<file path="src/verilog/pld_pkg.sv">
`default_nettype none
package pld_pkg;
  // clock and documented times, each in its own unit
  localparam real CLK_PERIOD_NS = 20.0;
  localparam real T_GLITCH_NS = 200.0;
  localparam real PULSE_HIGH_MAX_US = 100.0;
  localparam real T_SETUP_US = 10.0;
  localparam real T_OFF_MS = 1.5;
  localparam real T_PDN_MS = 1.0;
  localparam real T_DATA_TMO_US = 1000.0;
  localparam real T_FILT_US = 400.0;

  // cycle counts: least times and the longest pulse high round up, the other times round down
  localparam int CYC_GLITCH = int'($ceil(T_GLITCH_NS / CLK_PERIOD_NS));
  localparam int CYC_SETUP = int'($ceil(T_SETUP_US * 1.0e3 / CLK_PERIOD_NS));
  localparam int CYC_HI_MAX =
    int'($ceil(PULSE_HIGH_MAX_US * 1.0e3 / CLK_PERIOD_NS));
  localparam int CYC_OFF = int'($ceil(T_OFF_MS * 1.0e6 / CLK_PERIOD_NS));
  localparam int CYC_PDN = int'($floor(T_PDN_MS * 1.0e6 / CLK_PERIOD_NS));
  localparam int CYC_DATA_TMO =
    int'($floor(T_DATA_TMO_US * 1.0e3 / CLK_PERIOD_NS));
  localparam int CYC_FILT = int'($floor(T_FILT_US * 1.0e3 / CLK_PERIOD_NS));
  localparam int CNT_W = 20;
  localparam int GL_W = 4;

  // program registers
  localparam int NUM_REGS = 6;
  localparam int REG_W = 4;
  localparam int IDX_BANK_EN = 0;
  localparam int IDX_GLOBAL = 1;
  localparam int IDX_CODE_A = 2;
  localparam int IDX_CODE_B = 3;
  localparam int IDX_CODE_C = 4;
  localparam int IDX_LOCK = 5;
  localparam int BIT_RANGE = 3;
  localparam int BIT_EN_A = 2;
  localparam int BIT_EN_C = 0;
  localparam int BIT_LOCK = 0;
  localparam logic [3:0] REG_RESET = 4'h0;

  // avalon register map, byte addresses
  localparam logic [3:0] OFS_CTRL = 4'h0;
  localparam logic [3:0] OFS_REGS = 4'h4;
  localparam logic [3:0] OFS_STAT = 4'h8;
  localparam logic [31:0] CTRL_RESET = 32'h0;
  localparam int CTRL_FORCE_OFF_BIT = 0;
  localparam int REGS_LOCK_BIT = 20;
  localparam int STAT_STATE_LSB = 0;
  localparam int STAT_MODE_LSB = 4;
  localparam int STAT_ENABLED_BIT = 8;
  localparam int STAT_UVLO_BIT = 9;

  typedef enum logic [1:0] {PM_1X, PM_133X, PM_15X, PM_2X} pld_pump_mode_t;
  typedef enum logic [2:0] {
    ST_OFF, ST_PDN, ST_INIT, ST_ADDR, ST_GAP, ST_DATA
  } pld_state_t;

  typedef struct packed {
    logic line;
    logic uvlo;
    logic reg_fail;
    logic in_ok;
  } pld_sense_t;

  typedef struct packed {
    logic hiz;
    logic range_hi;
    logic [2:0] bank_en;
    logic [3:0] global_code;
    logic [3:0] code_a;
    logic [3:0] code_b;
    logic [3:0] code_c;
  } pld_drive_t;

  // register value for n data pulses; the one-bit register is set by one
  function automatic logic [3:0] pulse_value(input logic [4:0] n,
                                             input logic one_bit);
    logic [4:0] neg;
    neg = 5'h0 - n;
    if (one_bit) begin
      pulse_value = {3'h0, (n == 5'h01)};
    end else begin
      pulse_value = neg[3:0];
    end
  endfunction : pulse_value

  // saturating increment of an interval counter
  function automatic logic [CNT_W-1:0] sat_inc(input logic [CNT_W-1:0] c);
    if (&c) begin
      sat_inc = c;
    end else begin
      sat_inc = c + 1'b1;
    end
  endfunction : sat_inc
endpackage : pld_pkg
`default_nettype wire

</file>
<file path="src/verilog/pld_ctrl.sv">
// Design decisions made here: the Avalon-MM interface to the registers and the register addresses.
`default_nettype none
module pld_ctrl #(
  parameter int OFF_CYC = pld_pkg::CYC_OFF, // low time to shutdown
  parameter int PDN_CYC = pld_pkg::CYC_PDN, // power-down delay
  parameter int HI_MAX_CYC = pld_pkg::CYC_HI_MAX, // longest pulse phase
  parameter int TMO_CYC = pld_pkg::CYC_DATA_TMO, // data wait timeout
  parameter int FILT_CYC = pld_pkg::CYC_FILT // pump step-up delay
) (
  input wire logic mclk, // 50 MHz clock
  input wire logic arst_n, // async reset, active low
  input wire pld_pkg::pld_sense_t sense, // line and comparator levels
  input wire logic [3:0] avs_address, // avalon byte address
  input wire logic avs_read, // avalon read
  input wire logic avs_write, // avalon write
  input wire logic [31:0] avs_writedata, // avalon write data
  input wire logic [3:0] avs_byteenable, // avalon byte lanes
  output logic [31:0] avs_readdata, // avalon read data
  output logic avs_waitrequest, // avalon wait
  output pld_pkg::pld_drive_t drive_q, // led sink channel controls
  output pld_pkg::pld_pump_mode_t pump_mode // pump ratio mode
);
  localparam int CW = pld_pkg::CNT_W;
  localparam logic [CW-1:0] OFF_LAST = CW'(OFF_CYC - 1);
  localparam logic [CW-1:0] PDN_END = CW'(OFF_CYC + PDN_CYC - 1);
  localparam logic [CW-1:0] HI_LAST = CW'(HI_MAX_CYC);
  localparam logic [CW-1:0] TMO_LAST = CW'(TMO_CYC);
  localparam logic [CW-1:0] SETUP_LAST = CW'(pld_pkg::CYC_SETUP);
  localparam logic [pld_pkg::GL_W-1:0] GL_LAST =
    pld_pkg::GL_W'(pld_pkg::CYC_GLITCH - 1);

  pld_pkg::pld_sense_t sense_s;
  pld_pkg::pld_state_t state_q, state_d;
  pld_pkg::pld_drive_t drive_d;
  logic [pld_pkg::NUM_REGS-1:0][pld_pkg::REG_W-1:0] regs_q, regs_d;
  logic [2:0] sel_q, sel_d;
  logic [4:0] cnt_q, cnt_d;
  logic [CW-1:0] hi_q, hi_d, lo_q, lo_d;
  logic [pld_pkg::GL_W-1:0] gl_q, gl_d;
  logic line_q, line_d;
  logic fall_e, rise_e, enabled, force_off, lock;
  logic pump_rst_q, pump_rst_d;
  logic [31:0] ctrl_q, ctrl_d, rdata_d, rd_mux;
  logic wait_d, wr_take;

  // pin-side levels through two flops before any use
  pld_sync2 u_sync (
    .mclk(mclk),
    .arst_n(arst_n),
    .raw(sense),
    .sync(sense_s)
  );

  // charge pump ratio sequencer
  pld_pump_seq #(
    .FILT_CYC(FILT_CYC)
  ) u_pump (
    .mclk(mclk),
    .arst_n(arst_n),
    .active(enabled && !sense_s.uvlo),
    .restart(pump_rst_q),
    .reg_fail(sense_s.reg_fail),
    .in_ok(sense_s.in_ok),
    .lock(lock),
    .mode_q(pump_mode)
  );

  assign enabled = (state_q != pld_pkg::ST_OFF) &&
                   (state_q != pld_pkg::ST_PDN);
  assign force_off = ctrl_q[pld_pkg::CTRL_FORCE_OFF_BIT];
  assign lock = regs_q[pld_pkg::IDX_LOCK][pld_pkg::BIT_LOCK];

  // glitch filter: a level must hold for 200 ns to be taken
  always_comb begin
    line_d = line_q;
    gl_d = '0;
    if (sense_s.line != line_q) begin
      if (gl_q == GL_LAST) begin
        line_d = sense_s.line;
      end else begin
        gl_d = gl_q + 1'b1;
      end
    end
  end

  assign fall_e = line_q && !line_d;
  assign rise_e = !line_q && line_d;

  // high time since last rising edge and low time since last fall
  always_comb begin
    hi_d = '0;
    lo_d = '0;
    if (line_d && !rise_e) begin
      hi_d = pld_pkg::sat_inc(hi_q);
    end
    if (!line_d && !fall_e) begin
      lo_d = pld_pkg::sat_inc(lo_q);
    end
  end

  // enable, shutdown and programming sequence
  always_comb begin
    state_d = state_q;
    regs_d = regs_q;
    sel_d = sel_q;
    cnt_d = cnt_q;
    pump_rst_d = 1'b0;
    case (state_q)
      pld_pkg::ST_OFF: begin
        if (rise_e && !force_off) begin
          state_d = pld_pkg::ST_INIT;
          regs_d = '0;
          cnt_d = '0;
        end
      end
      pld_pkg::ST_PDN: begin
        if (rise_e && !force_off) begin
          state_d = pld_pkg::ST_INIT;
          cnt_d = '0;
        end else if (lo_q >= PDN_END || line_q) begin
          state_d = pld_pkg::ST_OFF;
        end
      end
      pld_pkg::ST_INIT: begin
        // high time saturates, so the setup end is a threshold
        if (line_q && hi_q >= SETUP_LAST) begin
          state_d = pld_pkg::ST_ADDR;
          cnt_d = '0;
        end
      end
      pld_pkg::ST_ADDR: begin
        if (fall_e && cnt_q != 5'h1f) begin
          cnt_d = cnt_q + 1'b1;
        end else if (line_q && hi_q == HI_LAST && cnt_q != '0) begin
          cnt_d = '0;
          if (cnt_q <= 5'(pld_pkg::NUM_REGS)) begin
            sel_d = 3'(cnt_q - 5'h1);
            regs_d[3'(cnt_q - 5'h1)] = pld_pkg::REG_RESET;
            pump_rst_d = (cnt_q == 5'(pld_pkg::NUM_REGS));
            state_d = pld_pkg::ST_GAP;
          end
        end
      end
      pld_pkg::ST_GAP: begin
        if (fall_e) begin
          cnt_d = 5'h1;
          state_d = pld_pkg::ST_DATA;
        end else if (line_q && hi_q == TMO_LAST) begin
          state_d = pld_pkg::ST_ADDR;
        end
      end
      pld_pkg::ST_DATA: begin
        if (fall_e && cnt_q != 5'h1f) begin
          cnt_d = cnt_q + 1'b1;
        end else if (line_q && hi_q == HI_LAST) begin
          regs_d[sel_q] = pld_pkg::pulse_value(cnt_q,
            sel_q == 3'(pld_pkg::IDX_LOCK));
          cnt_d = '0;
          state_d = pld_pkg::ST_ADDR;
        end
      end
      default: state_d = pld_pkg::ST_OFF;
    endcase
    // long low or software force: shut down and lose contents
    if (enabled && (force_off || (!line_q && lo_q == OFF_LAST))) begin
      state_d = pld_pkg::ST_PDN;
      regs_d = '0;
      pump_rst_d = 1'b0;
    end else if (sense_s.uvlo) begin
      regs_d = '0;
      if (enabled) begin
        state_d = pld_pkg::ST_INIT;
      end
    end
  end

  // sink channel controls from the program registers
  always_comb begin
    drive_d.hiz = !enabled;
    drive_d.range_hi = regs_q[pld_pkg::IDX_BANK_EN][pld_pkg::BIT_RANGE];
    drive_d.bank_en = (sense_s.uvlo || !enabled) ? 3'h0 :
      regs_q[pld_pkg::IDX_BANK_EN][pld_pkg::BIT_EN_A:pld_pkg::BIT_EN_C];
    drive_d.global_code = regs_q[pld_pkg::IDX_GLOBAL];
    drive_d.code_a = regs_q[pld_pkg::IDX_CODE_A];
    drive_d.code_b = regs_q[pld_pkg::IDX_CODE_B];
    drive_d.code_c = regs_q[pld_pkg::IDX_CODE_C];
  end

  // avalon slave: one wait cycle, then answer
  always_comb begin
    rd_mux = 32'h0;
    if (avs_address == pld_pkg::OFS_CTRL) begin
      rd_mux = ctrl_q;
    end else if (avs_address == pld_pkg::OFS_REGS) begin
      rd_mux = {12'h0, regs_q[pld_pkg::IDX_CODE_C],
                regs_q[pld_pkg::IDX_CODE_B], regs_q[pld_pkg::IDX_CODE_A],
                regs_q[pld_pkg::IDX_GLOBAL], regs_q[pld_pkg::IDX_BANK_EN]};
      rd_mux[pld_pkg::REGS_LOCK_BIT] = lock;
    end else if (avs_address == pld_pkg::OFS_STAT) begin
      rd_mux[pld_pkg::STAT_STATE_LSB +: 3] = state_q;
      rd_mux[pld_pkg::STAT_MODE_LSB +: 2] = pump_mode;
      rd_mux[pld_pkg::STAT_ENABLED_BIT] = enabled;
      rd_mux[pld_pkg::STAT_UVLO_BIT] = sense_s.uvlo;
    end
    wait_d = !((avs_read || avs_write) && avs_waitrequest);
    wr_take = avs_write && !avs_waitrequest;
    rdata_d = (avs_read && avs_waitrequest) ? rd_mux : avs_readdata;
    ctrl_d = ctrl_q;
    if (wr_take && avs_address == pld_pkg::OFS_CTRL && avs_byteenable[0]) begin
      ctrl_d[pld_pkg::CTRL_FORCE_OFF_BIT] =
        avs_writedata[pld_pkg::CTRL_FORCE_OFF_BIT];
    end
  end

  // all state registers
  always_ff @(posedge mclk or negedge arst_n) begin
    if (!arst_n) begin
      state_q <= pld_pkg::ST_OFF;
      regs_q <= '0;
      sel_q <= '0;
      cnt_q <= '0;
      hi_q <= '0;
      lo_q <= '0;
      gl_q <= '0;
      line_q <= 1'b0;
      pump_rst_q <= 1'b0;
      drive_q <= '{hiz: 1'b1, default: '0};
      ctrl_q <= pld_pkg::CTRL_RESET;
      avs_readdata <= 32'h0;
      avs_waitrequest <= 1'b1;
    end else begin
      state_q <= state_d;
      regs_q <= regs_d;
      sel_q <= sel_d;
      cnt_q <= cnt_d;
      hi_q <= hi_d;
      lo_q <= lo_d;
      gl_q <= gl_d;
      line_q <= line_d;
      pump_rst_q <= pump_rst_d;
      drive_q <= drive_d;
      ctrl_q <= ctrl_d;
      avs_readdata <= rdata_d;
      avs_waitrequest <= wait_d;
    end
  end

  a_enable_zero: assert property (@(posedge mclk) disable iff (!arst_n)
    (state_q == pld_pkg::ST_OFF && rise_e && !force_off) |=>
    (regs_q == '0) ##1 (drive_q.bank_en == 3'h0))
    else $error("enable did not start with zero currents");

  a_low_shutdown: assert property (@(posedge mclk) disable iff (!arst_n)
    (enabled && !line_q && lo_q == OFF_LAST) |=>
    (state_q == pld_pkg::ST_PDN && regs_q == '0))
    else $error("long low did not shut down");

  a_pdn_lost: assert property (@(posedge mclk) disable iff (!arst_n)
    state_q == pld_pkg::ST_PDN |-> regs_q == '0)
    else $error("registers kept during power-down");

  a_off_hiz: assert property (@(posedge mclk) disable iff (!arst_n)
    (!enabled) |=> (drive_q.hiz && drive_q.bank_en == 3'h0))
    else $error("sinks not high-impedance in shutdown");

  a_uvlo_default: assert property (@(posedge mclk) disable iff (!arst_n)
    sense_s.uvlo |=> (regs_q == '0) ##1 (drive_q.bank_en == 3'h0))
    else $error("undervoltage did not reset registers");

  a_select_clear: assert property (@(posedge mclk) disable iff (!arst_n)
    (state_q == pld_pkg::ST_GAP && $past(state_q) == pld_pkg::ST_ADDR) |->
    (regs_q[sel_q] == '0 && 5'(sel_q) == $past(cnt_q) - 5'h1))
    else $error("selected register not cleared");

  a_data_load: assert property (@(posedge mclk) disable iff (!arst_n)
    (state_q == pld_pkg::ST_DATA && state_d == pld_pkg::ST_ADDR &&
     !sense_s.uvlo) |=> regs_q[$past(sel_q)] ==
     pld_pkg::pulse_value($past(cnt_q),
                          $past(sel_q) == 3'(pld_pkg::IDX_LOCK)))
    else $error("data pulses loaded a wrong value");

  a_data_timeout: assert property (@(posedge mclk) disable iff (!arst_n)
    (state_q == pld_pkg::ST_GAP && line_q && line_d && hi_q == TMO_LAST &&
     !force_off && !sense_s.uvlo) |=> state_q == pld_pkg::ST_ADDR)
    else $error("gap timeout did not return to address");

  a_return_lock_register_restart: assert property (@(posedge mclk) disable iff (!arst_n)
    (state_q == pld_pkg::ST_GAP && $past(state_q) == pld_pkg::ST_ADDR &&
     sel_q == 3'(pld_pkg::IDX_LOCK)) |-> pump_rst_q ##1
    pump_mode == pld_pkg::PM_1X)
    else $error("register six did not restart the pump");

  a_bus_answer: assert property (@(posedge mclk) disable iff (!arst_n)
    ((avs_read || avs_write) && avs_waitrequest) |=> !avs_waitrequest)
    else $error("bus answer not one cycle after request");

  a_glitch_filter: assert property (@(posedge mclk) disable iff (!arst_n)
    $changed(line_q) |-> $past(gl_q) == GL_LAST)
    else $error("line level taken before the glitch span");

  a_init_setup: assert property (@(posedge mclk) disable iff (!arst_n)
    (state_q == pld_pkg::ST_INIT && state_d == pld_pkg::ST_ADDR) |->
    (line_q && hi_q >= SETUP_LAST))
    else $error("address phase opened before the setup time");

  a_addr_count: assert property (@(posedge mclk) disable iff (!arst_n)
    (state_q == pld_pkg::ST_ADDR && fall_e && cnt_q != 5'h1f &&
     !force_off) |=> cnt_q == $past(cnt_q) + 5'h1)
    else $error("address falling edge not counted");

  a_gap_data: assert property (@(posedge mclk) disable iff (!arst_n)
    (state_q == pld_pkg::ST_GAP && fall_e && !force_off &&
     !sense_s.uvlo) |=> (state_q == pld_pkg::ST_DATA && cnt_q == 5'h1))
    else $error("first data edge did not open the data phase");

  a_force_off: assert property (@(posedge mclk) disable iff (!arst_n)
    (enabled && force_off) |=> (state_q == pld_pkg::ST_PDN && regs_q == '0))
    else $error("forced shutdown did not clear the device");
endmodule : pld_ctrl
`default_nettype wire

</file>
<file path="src/verilog/pld_sync2.sv">
`default_nettype none
module pld_sync2 (
  input wire logic mclk, // system clock
  input wire logic arst_n, // async reset, active low
  input wire pld_pkg::pld_sense_t raw, // pin-side levels
  output var pld_pkg::pld_sense_t sync // levels after two flops
);
  pld_pkg::pld_sense_t meta_q;
  pld_pkg::pld_sense_t meta_d;
  pld_pkg::pld_sense_t sync_d;

  // first stage feeds only the second stage
  always_comb begin
    meta_d = raw;
    sync_d = meta_q;
  end

  // two-flop synchroniser
  always_ff @(posedge mclk or negedge arst_n) begin
    if (!arst_n) begin
      meta_q <= '0;
      sync <= '0;
    end else begin
      meta_q <= meta_d;
      sync <= sync_d;
    end
  end
endmodule : pld_sync2
`default_nettype wire

</file>
<file path="src/verilog/pld_pump_seq.sv">
`default_nettype none
module pld_pump_seq #(
  parameter int FILT_CYC = pld_pkg::CYC_FILT // step-up filter delay
) (
  input wire logic mclk, // system clock
  input wire logic arst_n, // async reset, active low
  input wire logic active, // device enabled and supply good
  input wire logic restart, // one-cycle pulse: back to 1x
  input wire logic reg_fail, // regulation lost
  input wire logic in_ok, // supply can drive all in 1x
  input wire logic lock, // blocks automatic return to 1x
  output var pld_pkg::pld_pump_mode_t mode_q // current ratio mode
);
  localparam int CW = pld_pkg::CNT_W;
  localparam logic [CW-1:0] FILT_LAST = CW'(FILT_CYC - 1);

  pld_pkg::pld_pump_mode_t mode_d;
  logic [CW-1:0] cnt_q;
  logic [CW-1:0] cnt_d;

  // mode selection with filtered step-up and direct return
  always_comb begin
    mode_d = mode_q;
    cnt_d = '0;
    if (!active || restart) begin
      mode_d = pld_pkg::PM_1X;
    end else if (in_ok && !lock && mode_q != pld_pkg::PM_1X) begin
      mode_d = pld_pkg::PM_1X;
    end else if (reg_fail && mode_q != pld_pkg::PM_2X) begin
      if (cnt_q == FILT_LAST) begin
        case (mode_q)
          pld_pkg::PM_1X: mode_d = pld_pkg::PM_133X;
          pld_pkg::PM_133X: mode_d = pld_pkg::PM_15X;
          default: mode_d = pld_pkg::PM_2X;
        endcase
      end else begin
        cnt_d = cnt_q + 1'b1;
      end
    end
  end

  // mode and filter counter
  always_ff @(posedge mclk or negedge arst_n) begin
    if (!arst_n) begin
      mode_q <= pld_pkg::PM_1X;
      cnt_q <= '0;
    end else begin
      mode_q <= mode_d;
      cnt_q <= cnt_d;
    end
  end

  a_pump_restart: assert property (@(posedge mclk) disable iff (!arst_n)
    restart |=> mode_q == pld_pkg::PM_1X)
    else $error("pump not back in 1x after restart");

  a_pump_hold_1x: assert property (@(posedge mclk) disable iff (!arst_n)
    (mode_q == pld_pkg::PM_1X && !reg_fail) |=> mode_q == pld_pkg::PM_1X)
    else $error("pump left 1x while regulating");

  a_pump_first_step: assert property (@(posedge mclk) disable iff (!arst_n)
    (active && !restart && reg_fail && mode_q == pld_pkg::PM_1X &&
     cnt_q == FILT_LAST) |=> mode_q == pld_pkg::PM_133X)
    else $error("pump did not step to 1.33x after filter");

  a_pump_one_up: assert property (@(posedge mclk) disable iff (!arst_n)
    (mode_q != pld_pkg::PM_1X && $changed(mode_q)) |->
    (2'(mode_q) == 2'(2'($past(mode_q)) + 2'h1)))
    else $error("pump moved other than one step up");

  a_pump_locked: assert property (@(posedge mclk) disable iff (!arst_n)
    (lock && active && !restart && mode_q != pld_pkg::PM_1X) |=>
    mode_q != pld_pkg::PM_1X)
    else $error("pump returned to 1x while locked");
endmodule : pld_pump_seq
`default_nettype wire

</file>
<file path="config.mk">
export PLATFORM = sky130hd
export DESIGN_NAME = pld_ctrl
export DESIGN_NICKNAME = d
export VERILOG_FILES = /design/src/verilog/pld_pkg.sv /design/src/verilog/pld_ctrl.sv /design/src/verilog/pld_sync2.sv /design/src/verilog/pld_pump_seq.sv
export SDC_FILE = /design/constraint.sdc
export NUM_CORES = 1
export LEC_CHECK = 0
export BUFFER_PORTS_ARGS = -buffer_cell sky130_fd_sc_hd__buf_2
export CAP_MARGIN = 20
export CORE_MARGIN = 1.5
export CORE_UTILIZATION = 49
export DETAILED_ROUTE_END_ITERATION = 10
export GPL_TIMING_DRIVEN = 0
export PLACE_DENSITY_LB_ADDON = 0.2
export SLEW_MARGIN = 25
export SYNTH_ARGS = -nofsm -noshare
export SYNTH_HDL_FRONTEND = slang
export SYNTH_SLANG_ARGS = --single-unit
</file>
<file path="constraint.sdc">
create_clock -name mclk -period 1.98 [get_ports mclk]
set_input_delay 0.297 -clock mclk [delete_from_list [all_inputs] [get_ports mclk]]
set_output_delay 0.297 -clock mclk [all_outputs]
set_load 0.03 [all_outputs]
</file>
Word-level counts from Yosys, hierarchy flattened
Index checks and enable logic that the tools add are counted.
{"block": "totals", "word_cells": 215, "out_inout_bits": 56, "inputBits": 48, "ff_bits": 166}
{"block": "op_classes", "magnitude_cmp": 7, "eq_ne": 33, "muxes": 74, "add_sub_neg": 7, "bitwise": 3, "n_reduce_logical": 57}
{"cell": "$mux 24", "n": 8}
{"cell": "$mux 20", "n": 8}
{"cell": "$pmux 24 s3", "n": 1}
{"cell": "$add 20x1->20 const B", "n": 3}
{"cell": "$mux 3", "n": 17}
{"cell": "$reduce_and 20->1", "n": 2}
{"cell": "$mux 5", "n": 7}
{"cell": "$mux 4", "n": 8}
{"cell": "$pmux 5 s5", "n": 1}
{"cell": "$and 24x24->24", "n": 1}
{"cell": "$bwmux 24", "n": 1}
{"cell": "$demux 4 s3", "n": 2}
{"cell": "$logic_and 1x1->1", "n": 24}
{"cell": "$ne 4x3->1 const B", "n": 6}
{"cell": "$not 24->24", "n": 1}
{"cell": "$mux 21", "n": 1}
{"cell": "$eq 20x13->1 const B", "n": 1}
{"cell": "$eq 20x15->1 const B", "n": 1}
{"cell": "$eq 20x16->1 const B", "n": 1}
{"cell": "$eq 20x17->1 const B", "n": 1}
{"cell": "$ge 20x17->1 const B", "n": 1}
{"cell": "$ge 20x9->1 const B", "n": 1}
{"cell": "$mux 2", "n": 9}
{"cell": "$pmux 3 s6", "n": 1}
{"cell": "38 further kinds", "n": 74}

Logic depth before layout (Yosys ltp)
{"block": "logic_depth", "ltp_word": 14, "mapped_depth": 9, "depth_no_buf": 7}

Modules after synthesis
A second synthesis with hierarchy kept.
{"block": "hier_totals", "hier_cells": 747, "hier_area_um2": 7472.2}
{"mod": "pld_ctrl", "instances": 1, "cells_per_inst": 618, "area_per_inst_um2": 6119.6, "seq_area_each_um2": 3055.4}
{"mod": "pld_pump_seq", "instances": 1, "cells_per_inst": 121, "area_per_inst_um2": 1152.4, "seq_area_each_um2": 550.5}
{"mod": "pld_sync2", "instances": 1, "cells_per_inst": 8, "area_per_inst_um2": 200.2, "seq_area_each_um2": 200.2}

Least setup slack after synthesis
No wires, ideal clock.
{"block": "synth_path", "path_type": "register to register", "from": "register hi_q[16]", "to": "register sel_q[2]", "required_ps": 1855, "setup_time_ps": 125, "setup_slack_ps": -207, "path_stages_with_launch": 7, "period_less_slack_ps": 2187, "path_buffers": 1, "arrival_time_ps": 2062, "cell_sequence": "dfrtp_1 > or4_4 > nor4_4 > and3_1 > buf_4 > nand3_4 > mux2_4"}
{"block": "synth_between", "elab_chain_len": 4}
{"item": "from (decl)", "line": "pld_ctrl.sv:38", "text": "logic [CW-1:0] hi_q, hi_d, lo_q, lo_d;"}
{"item": "from (signal assigned)", "line": "pld_ctrl.sv:236", "text": "hi_q <= hi_d;"}
{"item": "$eq 20x13->1", "line": "pld_ctrl.sv:134", "text": "end else if (line_q && hi_q == HI_LAST && cnt_q != '0) begin"}
{"item": "$logic_and 1x1->1 (2 in a row)", "line": "pld_ctrl.sv:134"}
{"item": "$reduce_and 4->1 (no line)"}
{"item": "to (signal assigned)", "line": "pld_ctrl.sv:234", "text": "sel_q <= sel_d;"}
{"item": "to (decl)", "line": "pld_ctrl.sv:36", "text": "logic [2:0] sel_q, sel_d;"}
No other way between the ends.
A chain may end at the register's enable or synchronous reset.

Worst setup path after layout
Same ends and word-level chain as after synthesis.

==> out/results.tsv <==
stage	metric	value	unit
outcome	status	finished, violations left	
outcome	violated checks	setup timing	
critical_path	CP delay by family, top	simple AND/OR/NAND/NOR gates	
worst_hold_path	WHS Endpoint	avs_waitrequest	
timing	unrepaired setup endpoints after global routing	true	
final_layout	P&R area growth vs syn	28.3	%
routing	initial drt markers	410	
synthesis	Yosys warnings	0	
global_route	largest net degree at the start of global routing	84	
routing	routed wire length	18200	um
global_route	vias in the first global route	5851	
cts	total clock buffers created by CTS	17	
cts	clock latency at the later pin of the worst-skew pair	440	ps
power	Leak Pwr	4.18	nW
power	sw frac	27.4	%
final_layout	ratio of cells with drive above 1 in the final layout	31.8	%
placed_design	Routability Congestion	0.874	
timing	Slew headroom	63.6	%
critical_path	Crit Path Max Fanout	5	
final_layout	Design Area, Final	0.00966	mm2
run	max_cap viols	0	
routing	via count	6298	
timing	crit share post-route	120	%
synthesis	cell count after synthesis	735	
timing	Final min period	2370	ps
worst_hold_path	worst hold path startpoint	avs_write	
critical_path	CP max stage cell	or4_4	
synthesis	Post-synth ARST share	100	%
critical_path	worst path bufs/invs	2	
die	I/O Pins	104	
timing	Hold WS	49.7	ps
placed_design	dpl cell area	0.00819	mm2
critical_path	crit end category	register	
synthesis	Post-synth EDFFs	0	
worst_hold_path	hold depth	2	
timing	setup slack after layout	-389	ps
global_route	GR Overflow Total	0	
synthesis	Main synth FF type	dfrtp_1	
die	initial core utilization	49.9	%
power	internal power	5.30	mW
die	Die X	127	um
power	share of power burned in registers	46.0	%
cts	Clock Sinks	152	
timing	Max Freq	422	MHz
routing	Remaining DRCs	0	
critical_path	R2R depth	7	
worst_hold_path	type of the worst min-delay path	input port to register	
cts	CTS tree	built	
timing	skew final	13.9	ps
die	chip height	127	um
power	Clock Power Share	44.6	%
power	combinational share of power	9.4	%
synthesis	synthesized area	0.00753	mm2
timing	Slew Viols, Final	0	
timing	final hold violation count	0	
routing	drt pass-1 iters	5	
global_route	Overall Global Routing Usage	22.1	%
final_layout	Nets	933	
cts	clock root buffer	clkbuf_16	
die	core area	0.0151	mm2
global_route	initial antenna violation count	0	
final_layout	# fillers	1176	
placed_design	Post-DP HPWL	11900	um
cts	Clock transition at path regs	60	ps
cts	CTS max path bufs	2	
critical_path	critical-path cell list	or4_4 -> nor4_4 -> buf_4 -> and3_1 -> buf_6 -> nand3_4 -> mux2_4	
final_layout	antenna fix cells	0	
synthesis	FF+latch count, synth	152	
placed_design	PortBufs	58	
critical_path	Setup Crit Path Kind	register to register	
power	Cell Pwr Density	755	mW/mm2
power	peak supply drop	0.614	mV
die	die area	0.0161	mm2
critical_path	RR Endpoint	sel_q[2]	
timing	final setup fails	38	
critical_path	crit path launch type	register	
synthesis	Distinct cells, synth	79	
critical_path	Max stage delay on crit path	580	ps
cts	H-tree depth	4	
critical_path	R2R Path Start	hi_q[16]	
routing	wire per inst	16.9	um
synthesis	Synth Area per Inst	10.2	um2
critical_path	crit path DAT	2690	ps
critical_path	flop-to-flop setup slack	-390	ps
timing	Slew @ Worst Pin	545	ps
global_route	first-pass GRT wire length	28600	um
critical_path	Crit path required time	2300	ps
die	# rows	45	
synthesis	Seq/Total Area, Yosys	50.6	%
routing	vias per inst	5.86	
routing	post-route ant nets	0	
power	switching power	2.00	mW
[synthesized netlist by cell type (13+ instances only)]
cell,instances,area share [%]
o21ai_0,20,1.3
o22ai_1,23,1.9
a22o_1,17,2.0
xnor2_1,22,2.6
or3_1,13,1.1
nor3_1,22,1.5
dfrtp_1,150,50
nand2_1,63,3.1
a21oi_1,29,1.9
nand4_1,16,1.3
and3_1,15,1.2
inv_1,21,1.0
xor2_1,18,2.1
clkbuf_1,24,1.2
nor2_1,62,3.1
or4_1,14,1.4
nand3_1,26,1.7
[per-stage QoR]
step | setup TNS (ps) | setup WS [ps] | power [mW] | utilization, % | cells
2_1_floorplan | -2780 | -171 | 3.79 | - | 745
3_3_place_gp | -242750 | -1510 | 3.99 | 54.0 | 991
3_5_place_dp | -18710 | -435 | 4.02 | 54.3 | 992
4_1_cts | -10390 | -349 | 7.28 | 60.0 | 1042
5_1_grt | -14620 | -466 | 7.56 | 64.0 | 1075
6_report | -10130 | -389 | 7.29 | 64.0 | 1075
[power groups by stage]
stage | combinational (mW) | sequential [mW] | clock (mW)
2_1_floorplan | 0.409 | 3.38 | 0
3_3_place_gp | 0.591 | 3.39 | 0
3_5_place_dp | 0.617 | 3.41 | 0
4_1_cts | 0.638 | 3.35 | 3.30
5_1_grt | 0.760 | 3.38 | 3.42
6_report | 0.687 | 3.36 | 3.25
[layout make-up]
| class | instances | area [um2] | area share [%] |
|---|---|---|---|
| Multi-Input combinational cell | 528 | 3850 | 39.9 |
| Sequential cell | 152 | 3830 | 39.6 |
| Clock buffer | 18 | 439 | 4.55 |
| Timing Repair Buffer | 117 | 816 | 8.45 |
| Inverter | 21 | 78.8 | 0.816 |
| Clock inverter | 14 | 151 | 1.57 |
| Buffer | 37 | 255 | 2.64 |
| Tap cell | 188 | 235 | 2.44 |
[state kept, by name, summed over array words and instances (netlist names)]
register,flops
avs_readdata,21
drive_q,21
hi_q,20
lo_q,20
u_pump.cnt_q,20
drive_d,17
cnt_q,5
gl_q,4
u_sync.meta_q,4
u_sync.sync,4
regs_q,3
sel_q,3
state_q,3
u_pump.mode_q,2
avs_waitrequest,1
ctrl_q,1
line_q,1
lock,1
pump_rst_q,1
[layer usage]
| metal | global-route usage [%] | vias up | wire length (um) |
|---|---|---|---|
| met4 | 9.36 | 0 | 392 |
| met1 | 29.4 | 3140 | 8060 |
| li1 | - | 2963 | - |
| met3 | 4.09 | 35 | 706 |
| met5 | 0 | - | 0 |
| met2 | 35.7 | 160 | 9030 |
[worst max path at each step]
stage                  start  slack (ps)          end  cells past startpoint
detailed placement  hi_q[11]        -430    regs_q[0]                      5
finish              hi_q[16]        -390     sel_q[2]                      7
floorplan           hi_q[15]        -170     sel_q[2]                      6
CTS                 hi_q[16]        -350   drive_d[2]                      6
global route        hi_q[16]        -470  drive_d[13]                      5
global placement      arst_n       -1510     hi_q[11]                      1
[worst register-to-register path, stage by stage (launching register included)]
cell and delay [ps]:
dfrtp_1 380, or4_4 580, nor4_4 390, buf_4 180, and3_1 160, buf_6 130
nand3_4 110, mux2_4 320
[repair_timing]
item                                    4_1_cts  5_1_grt
resized for setup                            33       91
endpoints found under the setup margin       95       98
gates cloned                                  1        2
pin swaps                                    10       34
hold buffers                                  5        0
setup buffers                                17       34
endpoints found under the hold margin        72        0
[layout by cell type (no fill, tap or decap), types with 15 or more instances in the layout]
cell,Yosys,final
xnor2_1,22,22
nor2_1,62,44
and3_1,15,15
nand4_1,16,16
clkbuf_16,0,18
inv_1,21,19
o22ai_1,23,19
buf_2,7,58
xor2_1,18,18
nand2_1,63,60
a22o_1,17,17
o21ai_0,20,20
buf_4,12,57
nor3_1,22,16
nand3_1,26,24
dfrtp_1,150,134
dfrtp_2,0,16
a21oi_1,29,22
[cell families after synthesis]
group | count (synthesis) | synth area share (%)
AOI/OAI and AO/OA | 153 | 15.0
buffers and inverters | 65 | 3.96
and+or+nand+nor | 301 | 22.2
adders and majority gates | 13 | 2.09
muxes | 10 | 1.50
xor gates and xnor gates | 40 | 4.65
other | 1 | 0.0498
DFF | 152 | 50.6
Power figures use the tool's default switching activity.
